**src/exec_state_defines.svh**
```systemverilog
// Bit positions, reset values and widths of the execution-state status bits.
`ifndef EXEC_STATE_DEFINES_SVH
`define EXEC_STATE_DEFINES_SVH

// ----------------------------------------------------------------------------
// Field positions inside the combined status word
// ----------------------------------------------------------------------------
`define EXEC_HI_MSB        26
`define EXEC_HI_LSB        25
`define EXEC_FLAG_BIT      24
`define EXEC_RSVD_HI_MSB   23
`define EXEC_RSVD_HI_LSB   16
`define EXEC_LO_MSB        15
`define EXEC_LO_LSB        10
`define EXEC_INDEX_MSB     15
`define EXEC_INDEX_LSB     12
`define EXEC_RSVD_LO_MSB   9
`define EXEC_RSVD_LO_LSB   6

// ----------------------------------------------------------------------------
// Widths and reset values
// ----------------------------------------------------------------------------
`define EXEC_WORD_W        32
`define EXEC_INDEX_W       4
`define EXEC_FLAG_RESET    1'b1
`define EXEC_FIELD_RESET   8'h00
`define EXEC_WORD_ZERO     32'h00000000

`endif

```
**src/exec_state_pkg.sv**
```systemverilog
// Types shared by the execution-state status logic.
package exec_state_pkg;

  // Combined field: [7:2] sit at word bits 15:10, [1:0] at word bits 26:25.
  typedef logic [7:0] exec_field_t;

  // What the combined field currently holds.
  typedef enum logic [1:0] {
    FIELD_IDLE     = 2'b00,
    FIELD_COND     = 2'b01,
    FIELD_TRANSFER = 2'b10
  } field_mode_t;

endpackage

```
**src/execution_state_status.sv**
```systemverilog
// Execution-state status bits: combined field, state flag and fault check.
`timescale 1ns/1ps
`include "exec_state_defines.svh"

// Summary of operation
// - One combined field across bits 26:25, 15:10.
// - Transfer restart state keeps bits 26:25 zero.
// - Transfer restart state keeps bits 11:10 zero.
// - Interrupted multiple transfer records next register index.
// - Return resumes transfer at the recorded register.
// - Track up to four conditional block instructions.
// - Block conditions equal base condition or inverse.
// - State flag is read-only bit 24, resets one.
// - Exchanging branches and pops load flag from target.
// - Exception return restores flag from stacked word.
// - Exception entry loads vector bit 0; reset loads one.
// - Executing with flag clear faults or locks up.
// - Reserved bits read zero, never change.
// - Software reads give zero; writes are ignored.

module execution_state_status #(
  parameter int INDEX_W = `EXEC_INDEX_W
) (
  input  wire logic                     clk,
  input  wire logic                     reset_n,
  input  wire logic                     vector_load,
  input  wire logic                     vector_bit0,
  input  wire logic                     exc_return,
  input  wire logic [`EXEC_WORD_W-1:0]  stacked_word,
  input  wire logic                     branch_exchange,
  input  wire logic                     target_bit0,
  input  wire logic                     transfer_suspend,
  input  wire logic [INDEX_W-1:0]       next_reg_index,
  input  wire logic                     cond_block_start,
  input  wire logic [3:0]               block_first_cond,
  input  wire logic [3:0]               block_mask,
  input  wire logic                     instr_retire,
  input  wire logic                     exec_attempt,
  input  wire logic                     in_fault_handler,
  input  wire logic                     sw_rd_en,
  output logic [`EXEC_WORD_W-1:0]       status_word,
  output logic                          cond_active,
  output logic [3:0]                    cond_code,
  output logic                          resume_valid,
  output logic [INDEX_W-1:0]            resume_index,
  output logic                          fault_pulse,
  output logic                          lockup,
  output logic [`EXEC_WORD_W-1:0]       sw_rd_data
);

  // --------------------------------------------------------------------------
  // Elaboration check
  // --------------------------------------------------------------------------
  // The register index must fill word bits 15:12 exactly.
  if (INDEX_W != `EXEC_INDEX_MSB - `EXEC_INDEX_LSB + 1) begin : g_bad_width
    $error("INDEX_W must be four");
  end

  // --------------------------------------------------------------------------
  // State
  // --------------------------------------------------------------------------
  exec_state_pkg::exec_field_t field_reg;     // Combined execution-state field.
  exec_state_pkg::field_mode_t mode_reg;      // What the field holds.
  logic                        flag_reg;      // Instruction-set state flag.
  logic                        resume_reg;    // Resume request pulse.
  logic [INDEX_W-1:0]          resume_idx_reg; // Register to resume at.
  logic                        fault_reg;     // Fault request pulse.
  logic                        lockup_reg;    // Lockup level.
  logic [`EXEC_WORD_W-1:0]     sw_rd_reg;     // Software read data.

  exec_state_pkg::exec_field_t cond_next;     // Field after one block step.
  exec_state_pkg::exec_field_t stacked_field; // Field held in the stacked word.
  logic [3:0]                  cur_cond;      // Condition of current instruction.

  // Returns what a field value holds: zero is idle, an empty low nibble
  // (word bits 26:25 and 11:10) is transfer restart state, else a block.
  function automatic exec_state_pkg::field_mode_t field_mode(
    input exec_state_pkg::exec_field_t f
  );
    if (f == `EXEC_FIELD_RESET) begin
      field_mode = exec_state_pkg::FIELD_IDLE;
    end else if (f[3:0] == 4'h0) begin
      field_mode = exec_state_pkg::FIELD_TRANSFER;
    end else begin
      field_mode = exec_state_pkg::FIELD_COND;
    end
  endfunction

  // Gathers the split field out of a whole status word.
  assign stacked_field = {stacked_word[`EXEC_LO_MSB:`EXEC_LO_LSB],
                          stacked_word[`EXEC_HI_MSB:`EXEC_HI_LSB]};

  // Block stepping and current condition.
  cond_block_tracker u_tracker (
    .field         (field_reg),
    .next_field    (cond_next),
    .cur_cond      (cur_cond),
    .last_in_block ()
  );

  // --------------------------------------------------------------------------
  // Combined field
  // --------------------------------------------------------------------------
  // Exception entry clears the field after it was stacked; return restores
  // it; a suspended transfer stores its index with the low nibble zero; a
  // block start loads condition and mask; retirement steps the block.
  always_ff @(posedge clk or negedge reset_n) begin
    if (!reset_n) begin
      field_reg <= `EXEC_FIELD_RESET;
      mode_reg  <= exec_state_pkg::FIELD_IDLE;
    end else if (vector_load) begin
      field_reg <= `EXEC_FIELD_RESET;
      mode_reg  <= exec_state_pkg::FIELD_IDLE;
    end else if (exc_return) begin
      field_reg <= stacked_field;
      mode_reg  <= field_mode(stacked_field);
    end else if (transfer_suspend) begin
      field_reg <= {next_reg_index, 4'h0};
      mode_reg  <= exec_state_pkg::FIELD_TRANSFER;
    end else if (cond_block_start && (block_mask != 4'h0)) begin
      field_reg <= {block_first_cond, block_mask};
      mode_reg  <= field_mode({block_first_cond, block_mask});
    end else if (instr_retire) begin
      unique case (mode_reg)
        // Step the block; it ends at zero.
        exec_state_pkg::FIELD_COND: begin
          field_reg <= cond_next;
          mode_reg  <= field_mode(cond_next);
        end
        // The resumed transfer has completed.
        exec_state_pkg::FIELD_TRANSFER: begin
          field_reg <= `EXEC_FIELD_RESET;
          mode_reg  <= exec_state_pkg::FIELD_IDLE;
        end
        // Nothing is held.
        exec_state_pkg::FIELD_IDLE: begin
          field_reg <= `EXEC_FIELD_RESET;
          mode_reg  <= exec_state_pkg::FIELD_IDLE;
        end
        // Code 11 cannot arise; fall back to idle.
        default: begin
          field_reg <= `EXEC_FIELD_RESET;
          mode_reg  <= exec_state_pkg::FIELD_IDLE;
        end
      endcase
    end
  end

  // --------------------------------------------------------------------------
  // Resume request
  // --------------------------------------------------------------------------
  // A return into transfer restart state asks for the transfer to go on at
  // the recorded register rather than at its first one.
  always_ff @(posedge clk or negedge reset_n) begin
    if (!reset_n) begin
      resume_reg     <= 1'b0;
      resume_idx_reg <= '0;
    end else begin
      resume_reg <= exc_return && !vector_load &&
                    (field_mode(stacked_field) == exec_state_pkg::FIELD_TRANSFER);
      if (exc_return && !vector_load) begin
        resume_idx_reg <= stacked_word[`EXEC_INDEX_MSB:`EXEC_INDEX_LSB];
      end
    end
  end

  // --------------------------------------------------------------------------
  // Instruction-set state flag
  // --------------------------------------------------------------------------
  // Vector fetch wins over return, return over an exchanging branch.
  always_ff @(posedge clk or negedge reset_n) begin
    if (!reset_n) begin
      flag_reg <= `EXEC_FLAG_RESET;
    end else if (vector_load) begin
      flag_reg <= vector_bit0;
    end else if (exc_return) begin
      flag_reg <= stacked_word[`EXEC_FLAG_BIT];
    end else if (branch_exchange) begin
      flag_reg <= target_bit0;
    end
  end

  // --------------------------------------------------------------------------
  // Wrong-state fault and lockup
  // --------------------------------------------------------------------------
  // Inside a fault handler a second fault cannot be taken, so the core locks
  // up; lockup holds until reset.
  always_ff @(posedge clk or negedge reset_n) begin
    if (!reset_n) begin
      fault_reg  <= 1'b0;
      lockup_reg <= 1'b0;
    end else begin
      fault_reg <= exec_attempt && !flag_reg && !in_fault_handler;
      if (exec_attempt && !flag_reg && in_fault_handler) begin
        lockup_reg <= 1'b1;
      end
    end
  end

  // --------------------------------------------------------------------------
  // Software view
  // --------------------------------------------------------------------------
  // Software reads of these bits return zero; there is no write path, so
  // software writes have no effect at all.
  always_ff @(posedge clk or negedge reset_n) begin
    if (!reset_n) begin
      sw_rd_reg <= `EXEC_WORD_ZERO;
    end else if (sw_rd_en) begin
      sw_rd_reg <= `EXEC_WORD_ZERO;
    end
  end

  // --------------------------------------------------------------------------
  // Outputs
  // --------------------------------------------------------------------------
  // The word carries flops only; reserved and foreign bits are constant zero.
  assign status_word = {5'h00, field_reg[1:0], flag_reg, 8'h00,
                        field_reg[7:2], 4'h0, 6'h00};
  assign cond_active  = mode_reg[0]; // Only the block code has its low bit set.
  assign cond_code    = field_reg[7:4];
  assign resume_valid = resume_reg;
  assign resume_index = resume_idx_reg;
  assign fault_pulse  = fault_reg;
  assign lockup       = lockup_reg;
  assign sw_rd_data   = sw_rd_reg;
endmodule

```
**src/cond_block_tracker.sv**
```systemverilog
// Progress step and current condition of a conditional instruction block.
`timescale 1ns/1ps
`include "exec_state_defines.svh"

module cond_block_tracker (
  input  wire exec_state_pkg::exec_field_t field,
  output exec_state_pkg::exec_field_t      next_field,
  output logic [3:0]                       cur_cond,
  output logic                             last_in_block
);

  // The top four bits are the condition of the instruction now in the block.
  // Its upper three bits are the base condition, so each one equals the base
  // condition or its inverse.
  assign cur_cond = field[7:4];

  // The lowest set bit of the mask marks the end; no bit below bit 3 means
  // the instruction now executing is the last one of the block.
  assign last_in_block = (field[2:0] == 3'h0);

  // Advancing shifts the mask, and the next condition bit, up by one place.
  assign next_field = last_in_block ? `EXEC_FIELD_RESET
                                    : {field[7:5], field[3:0], 1'b0};

endmodule

```
**config.mk**
```make
export PLATFORM = sky130hd
export DESIGN_NAME = execution_state_status
export DESIGN_NICKNAME = d
export VERILOG_FILES = /design/src/exec_state_pkg.sv /design/src/execution_state_status.sv /design/src/cond_block_tracker.sv
export VERILOG_INCLUDE_DIRS = /design/src /design/src/src
export SDC_FILE = /design/constraint.sdc
export NUM_CORES = 1
export LEC_CHECK = 0
export ABC_AREA = 1
export BUFFER_PORTS_ARGS = -buffer_cell sky130_fd_sc_hd__buf_4
export CAP_MARGIN = 0
export CORE_UTILIZATION = 35
export DETAILED_ROUTE_END_ITERATION = 10
export HOLD_SLACK_MARGIN = 0.02
export PLACE_DENSITY_LB_ADDON = 0.2
export SLEW_MARGIN = 30
export SYNTH_ARGS = -nofsm -noshare
export SYNTH_HDL_FRONTEND = slang
export SYNTH_SLANG_ARGS = --single-unit
```
**constraint.sdc**
```tcl
create_clock -name clk -period 1.1 [get_ports clk]
set_input_delay 0.33 -clock clk [delete_from_list [all_inputs] [get_ports clk]]
set_output_delay 0.33 -clock clk [all_outputs]
set_load 0.01 [all_outputs]
```
Word level (Yosys, flattened, before mapping) --
Index checks and enable logic that the tools add are counted.
Storage, ports and cells: register bits 18, output and inout port bits 76, logic and storage cells 50
Cells by class: equality and inequality tests 2, mux-type cells 22, reduce and logical (&&, ||, !) cells 19
Operators by type and width (count):
- two-way mux 8 bit | 7
- zero test 8 bit | 3
- two-way mux 2 bit | 12
- zero test 4 bit | 3
- logical AND 1 bit | 6
- nonzero test 5 bit | 1
- nonzero test 4 bit | 1
- zero test 1 bit | 3
- zero test 3 bit | 1
- two-way mux 1 bit | 3
- nonzero test 3 bit | 1
- == test 2 x 1 -> 1 bit (second input constant) | 1
- == test 2 bit (second input constant) | 1

Depth between registers and ports, before layout --
word-level depth 11, depth in mapped cells 8, mapped depth without buffers 8

Modules after synthesis --
Synthesis repeated with hierarchy kept, for this count alone.
Unflattened totals: cell total of the unflattened synthesis 245, area total of the unflattened synthesis 1695.4 µm²
By module, submodules not included:
- execution_state_status | instances 1, cells each 225, area each 1592.8 µm²
- cond_block_tracker | instances 1, cells each 20, area each 102.6 µm²

Worst setup path after synthesis --
Ideal clock, no wire load.
path kind input to register, start point input port block_mask[2], end point register field_reg[1], library setup time 127 ps, arrival 942 ps, data required time 973 ps, path slack 32 ps, cell stages on the path 7, buffers on the path 1, cells stage by stage nor2_1 > nand2_1 > nand2_2 > buf_6 > nand2_1 > o211ai_1 > a21oi_1
On the way: word-level cells in the longest chain between the ends 6, elaborated cells on any way between the ends 7, those cells by class mux (4); reduce/logical (3)
Ends and longest elaborated chain:
- from (decl) | RTL line execution_state_status.sv:36 | input wire logic [3:0] block_mask,
- nonzero test 4 bit (*) | RTL line execution_state_status.sv:120 | end else if (cond_block_start && (block_mask != 4'h0)) begin
- logical AND 1 bit (*) | RTL line execution_state_status.sv:120
- two-way mux 8 bit | RTL line execution_state_status.sv:120
- two-way mux 8 bit | RTL line execution_state_status.sv:117 | end else if (transfer_suspend) begin
- two-way mux 8 bit | RTL line execution_state_status.sv:114 | end else if (exc_return) begin
- two-way mux 8 bit | RTL line execution_state_status.sv:111 | end else if (vector_load) begin
- to (signal assigned) | RTL line execution_state_status.sv:112 | field_reg <= `EXEC_FIELD_RESET;
- to (signal assigned) | RTL line execution_state_status.sv:115 | field_reg <= stacked_field;
- to (signal assigned) | RTL line execution_state_status.sv:118 | field_reg <= {next_reg_index, 4'h0};
- to (decl) | RTL line execution_state_status.sv:62 | exec_state_pkg::exec_field_t field_reg;
Mark *: on every way between the ends. The rest lies on a longest branch, timed or not. A chain may end at the register's enable or synchronous reset.

Worst setup path in the final report --
start point register flag_reg, end point output port status_word[24]
RTL lines:
- from (decl) | RTL line execution_state_status.sv:64 | logic flag_reg;
- from (signal assigned) | RTL line execution_state_status.sv:173 | flag_reg <= `EXEC_FLAG_RESET;
- from (signal assigned) | RTL line execution_state_status.sv:175 | flag_reg <= vector_bit0;
- from (signal assigned) | RTL line execution_state_status.sv:177 | flag_reg <= stacked_word[`EXEC_FLAG_BIT];
- to (decl) | RTL line execution_state_status.sv:41 | output logic [`EXEC_WORD_W-1:0] status_word,
No word-level cell between the ends.

==> results.tsv <==
stage	metric	value	unit
pwr	power_density	940	mW/mm²
pwr	total_power	0.00201	W
setup_path	slowest_stage	dfstp_2	
placed_design	dpl_worst_slack	-201	ps
outcome	status	finished with violations	
setup_path	criticalPathCategory	register to output port	
clock_tree	clkSinkCount	18	
clock_tree	cts_root_buffer	clkbuf_8	
pwr	irDropWorstVdd	669	µV
synthesis	ys_types	28	
outcome	violations	setup timing	
synthesis	synth_mux_area_share	0	%
clock_tree	clk-insertion-delay-late	260	ps
global_routing	antenna_found_initial	0	
setup_path	cpPeakStageDelay	550	ps
global_routing	grt_overflow	0	
die	die_area	0.00442	mm²
clock_tree	clk_pin_slew_worst_paths	70	ps
routing	dr.pass1.iters	4	
timing	max_clock_freq	813	MHz
die	chipWidth	66.5	µm
synthesis	synthAdderAreaFrac	0	%
die	io_pins	133	
synthesis	yosysWarnings	0	
clock_tree	cts.path.max_buffers	2	
die	fp.dieH	66.5	µm
setup_path	cp_top_family	flip-flops	
global_routing	track_usage	15.3	%
cells_and_area	drive_above_1_share	42.5	%
synthesis	syn_area	0.00146	mm²
synthesis	ys_ff_latch	18	
synthesis	avgSynthCellArea	7.70	µm²
pwr	power.leakage	1.19	nW
synthesis	syn_inst	189	
timing	timing.hold.ws	227	ps
die	core_area	0.00400	mm²
cells_and_area	multi_input_area	733	µm²
setup_path	start_kind	register	
setup_path	worst_setup_path_end_kind	output port	
cells_and_area	final_common_cell	buf_4	
flow_run	cap_violations	0	
synthesis	synth_xor_area_share	0	%
synthesis	synth-simple-area-share	25.5	%
timing	rsz0062_at_grt	true	
cells_and_area	final_core_util	53.4	%
timing	finalHoldViolations	0	
synthesis	synthFlopType	dfrtp_1	
synthesis	synth-edff-count	0	
timing	finalClockSkew	0.545	ps
synthesis	synth_top_family_by_area	buffers and inverters	
routing	drtIter0Drc	45	
cells_and_area	area.sequential	452	µm²
cells_and_area	fillers	428	
setup_path	crit_required	770	ps
hold_path	hold_class	input pin to register	
routing	vias_per_cell	4.05	
synthesis	async_reset_ff_share	100	%
routing	wl_per_cell	10.1	µm
global_routing	grt_start_max_net_pins	19	
cells_and_area	antenna_cells	0	
clock_tree	cts_tree	yes	
routing	vias	1317	
cells_and_area	layout_common_cells	buf_4, conb_1, nand2_1	
placed_design	numPortBuffers	53	
cells_and_area	area_delta_synth_final	46.8	%
placed_design	dp_hpwl	2520	µm
synthesis	synth_compound_area_share	7.91	%
timing	setup_violations	22	
setup_path	crit_fanout	2	
clock_tree	cts_buffers	3	
setup_path	worstPathArrival	900	ps
timing	fin_ws	-130	ps
timing	finalCritPeriodShare	112	%
setup_path	path_buf_inv	1	
cells_and_area	fin_nets	333	
global_routing	grt_pass1_wl	5100	µm
global_routing	grt_pass1_vias	1183	
die	floorplan.initialDensity	36.4	%
setup_path	path_cells	buf_6	
placed_design	gp_congestion	0.775	
timing	final.min_clock_period	1230	ps
synthesis	yosysSeqAreaShare	31.0	%
die	num_rows	23	
clock_tree	h-tree-depth	1	
cells_and_area	largest_reg_flops	8	
routing	drc	0	
timing	final_max_slew_viol_count	0	
routing	final_antenna_net_count	0	
routing	wirelength	3290	µm
==> layer usage <==
metal	up-vias	global-route usage [%]	part of all wire, %
li1	661	-	-
met1	589	19.1	41
met2	63	25.5	51
met3	4	4.45	7.0
met4	0	4.26	1.1
met5	-	0	0
==> final timing paths <==
kind,end,slack [ps],cells past startpoint,from
max in group asynchronous,flag_reg,360,2,reset_n
worst max-delay path,status_word[24],-130,1,flag_reg
min in group asynchronous,field_reg[1],480,2,reset_n
worst max register to register,field_reg[1],-110,8,mode_reg[0]
worst min-delay path,fault_pulse,230,2,in_fault_handler
worst min register to register,resume_index[3],500,2,resume_index[3]
==> logic make-up (layout without fill, tap and decap cells) <==
kind of cell | after synthesis | count (layout)
AND/OR/NAND/NOR | 78 | 78
buffers and inverters | 75 | 107
flip-flops | 18 | 18
AO/OA/AOI/OAI | 17 | 17
other | 1 | 55
==> cells in the mapped netlist (3+ instances only) <==
library cell | n | area share [%]
buf_4 | 60 | 31
or2_2 | 3 | 1.3
o211ai_1 | 3 | 1.5
dfrtp_1 | 17 | 29
a21oi_1 | 5 | 1.7
nand4_1 | 4 | 1.7
nand2_1 | 35 | 9.0
inv_2 | 3 | 0.77
nand3_1 | 14 | 4.8
nor2_1 | 15 | 3.9
inv_1 | 11 | 2.8
==> cell type report <==
type	count	share of cell area, %
Clock buffer	4	2.58
Tap cell	50	2.93
Inverter	14	2.46
Sequential cell	18	21.1
Timing Repair Buffer	89	36.6
Multi-Input combinational cell	150	34.3
==> timing repair <==
action	in CTS	in global routing
hold buffers	1	0
endpoints found under the setup margin	22	29
gates resized for setup	28	12
gates cloned	0	0
pin swaps	1	6
setup buffers	12	1
hold endpoints to repair	17	0
==> where the power goes <==
group	internal (W)	total [W]	switching, W
Clock	0.000319	0.000549	0.000230
Sequential	0.000716	0.000757	0.0000412
Combinational	0.000363	0.000701	0.000338
Total	0.00140	0.00201	0.000609
==> per-stage QoR <==
step	cells	cell area (µm²)	TNS, ps
3_3_place_gp	307	1830	-1770
2_1_floorplan	243	1660	0
6_report	325	2140	-1150
5_1_grt	325	2140	-2150
4_1_cts	324	2090	-1160
3_5_place_dp	307	1830	-1870
(Power assumes the default switching activity.)
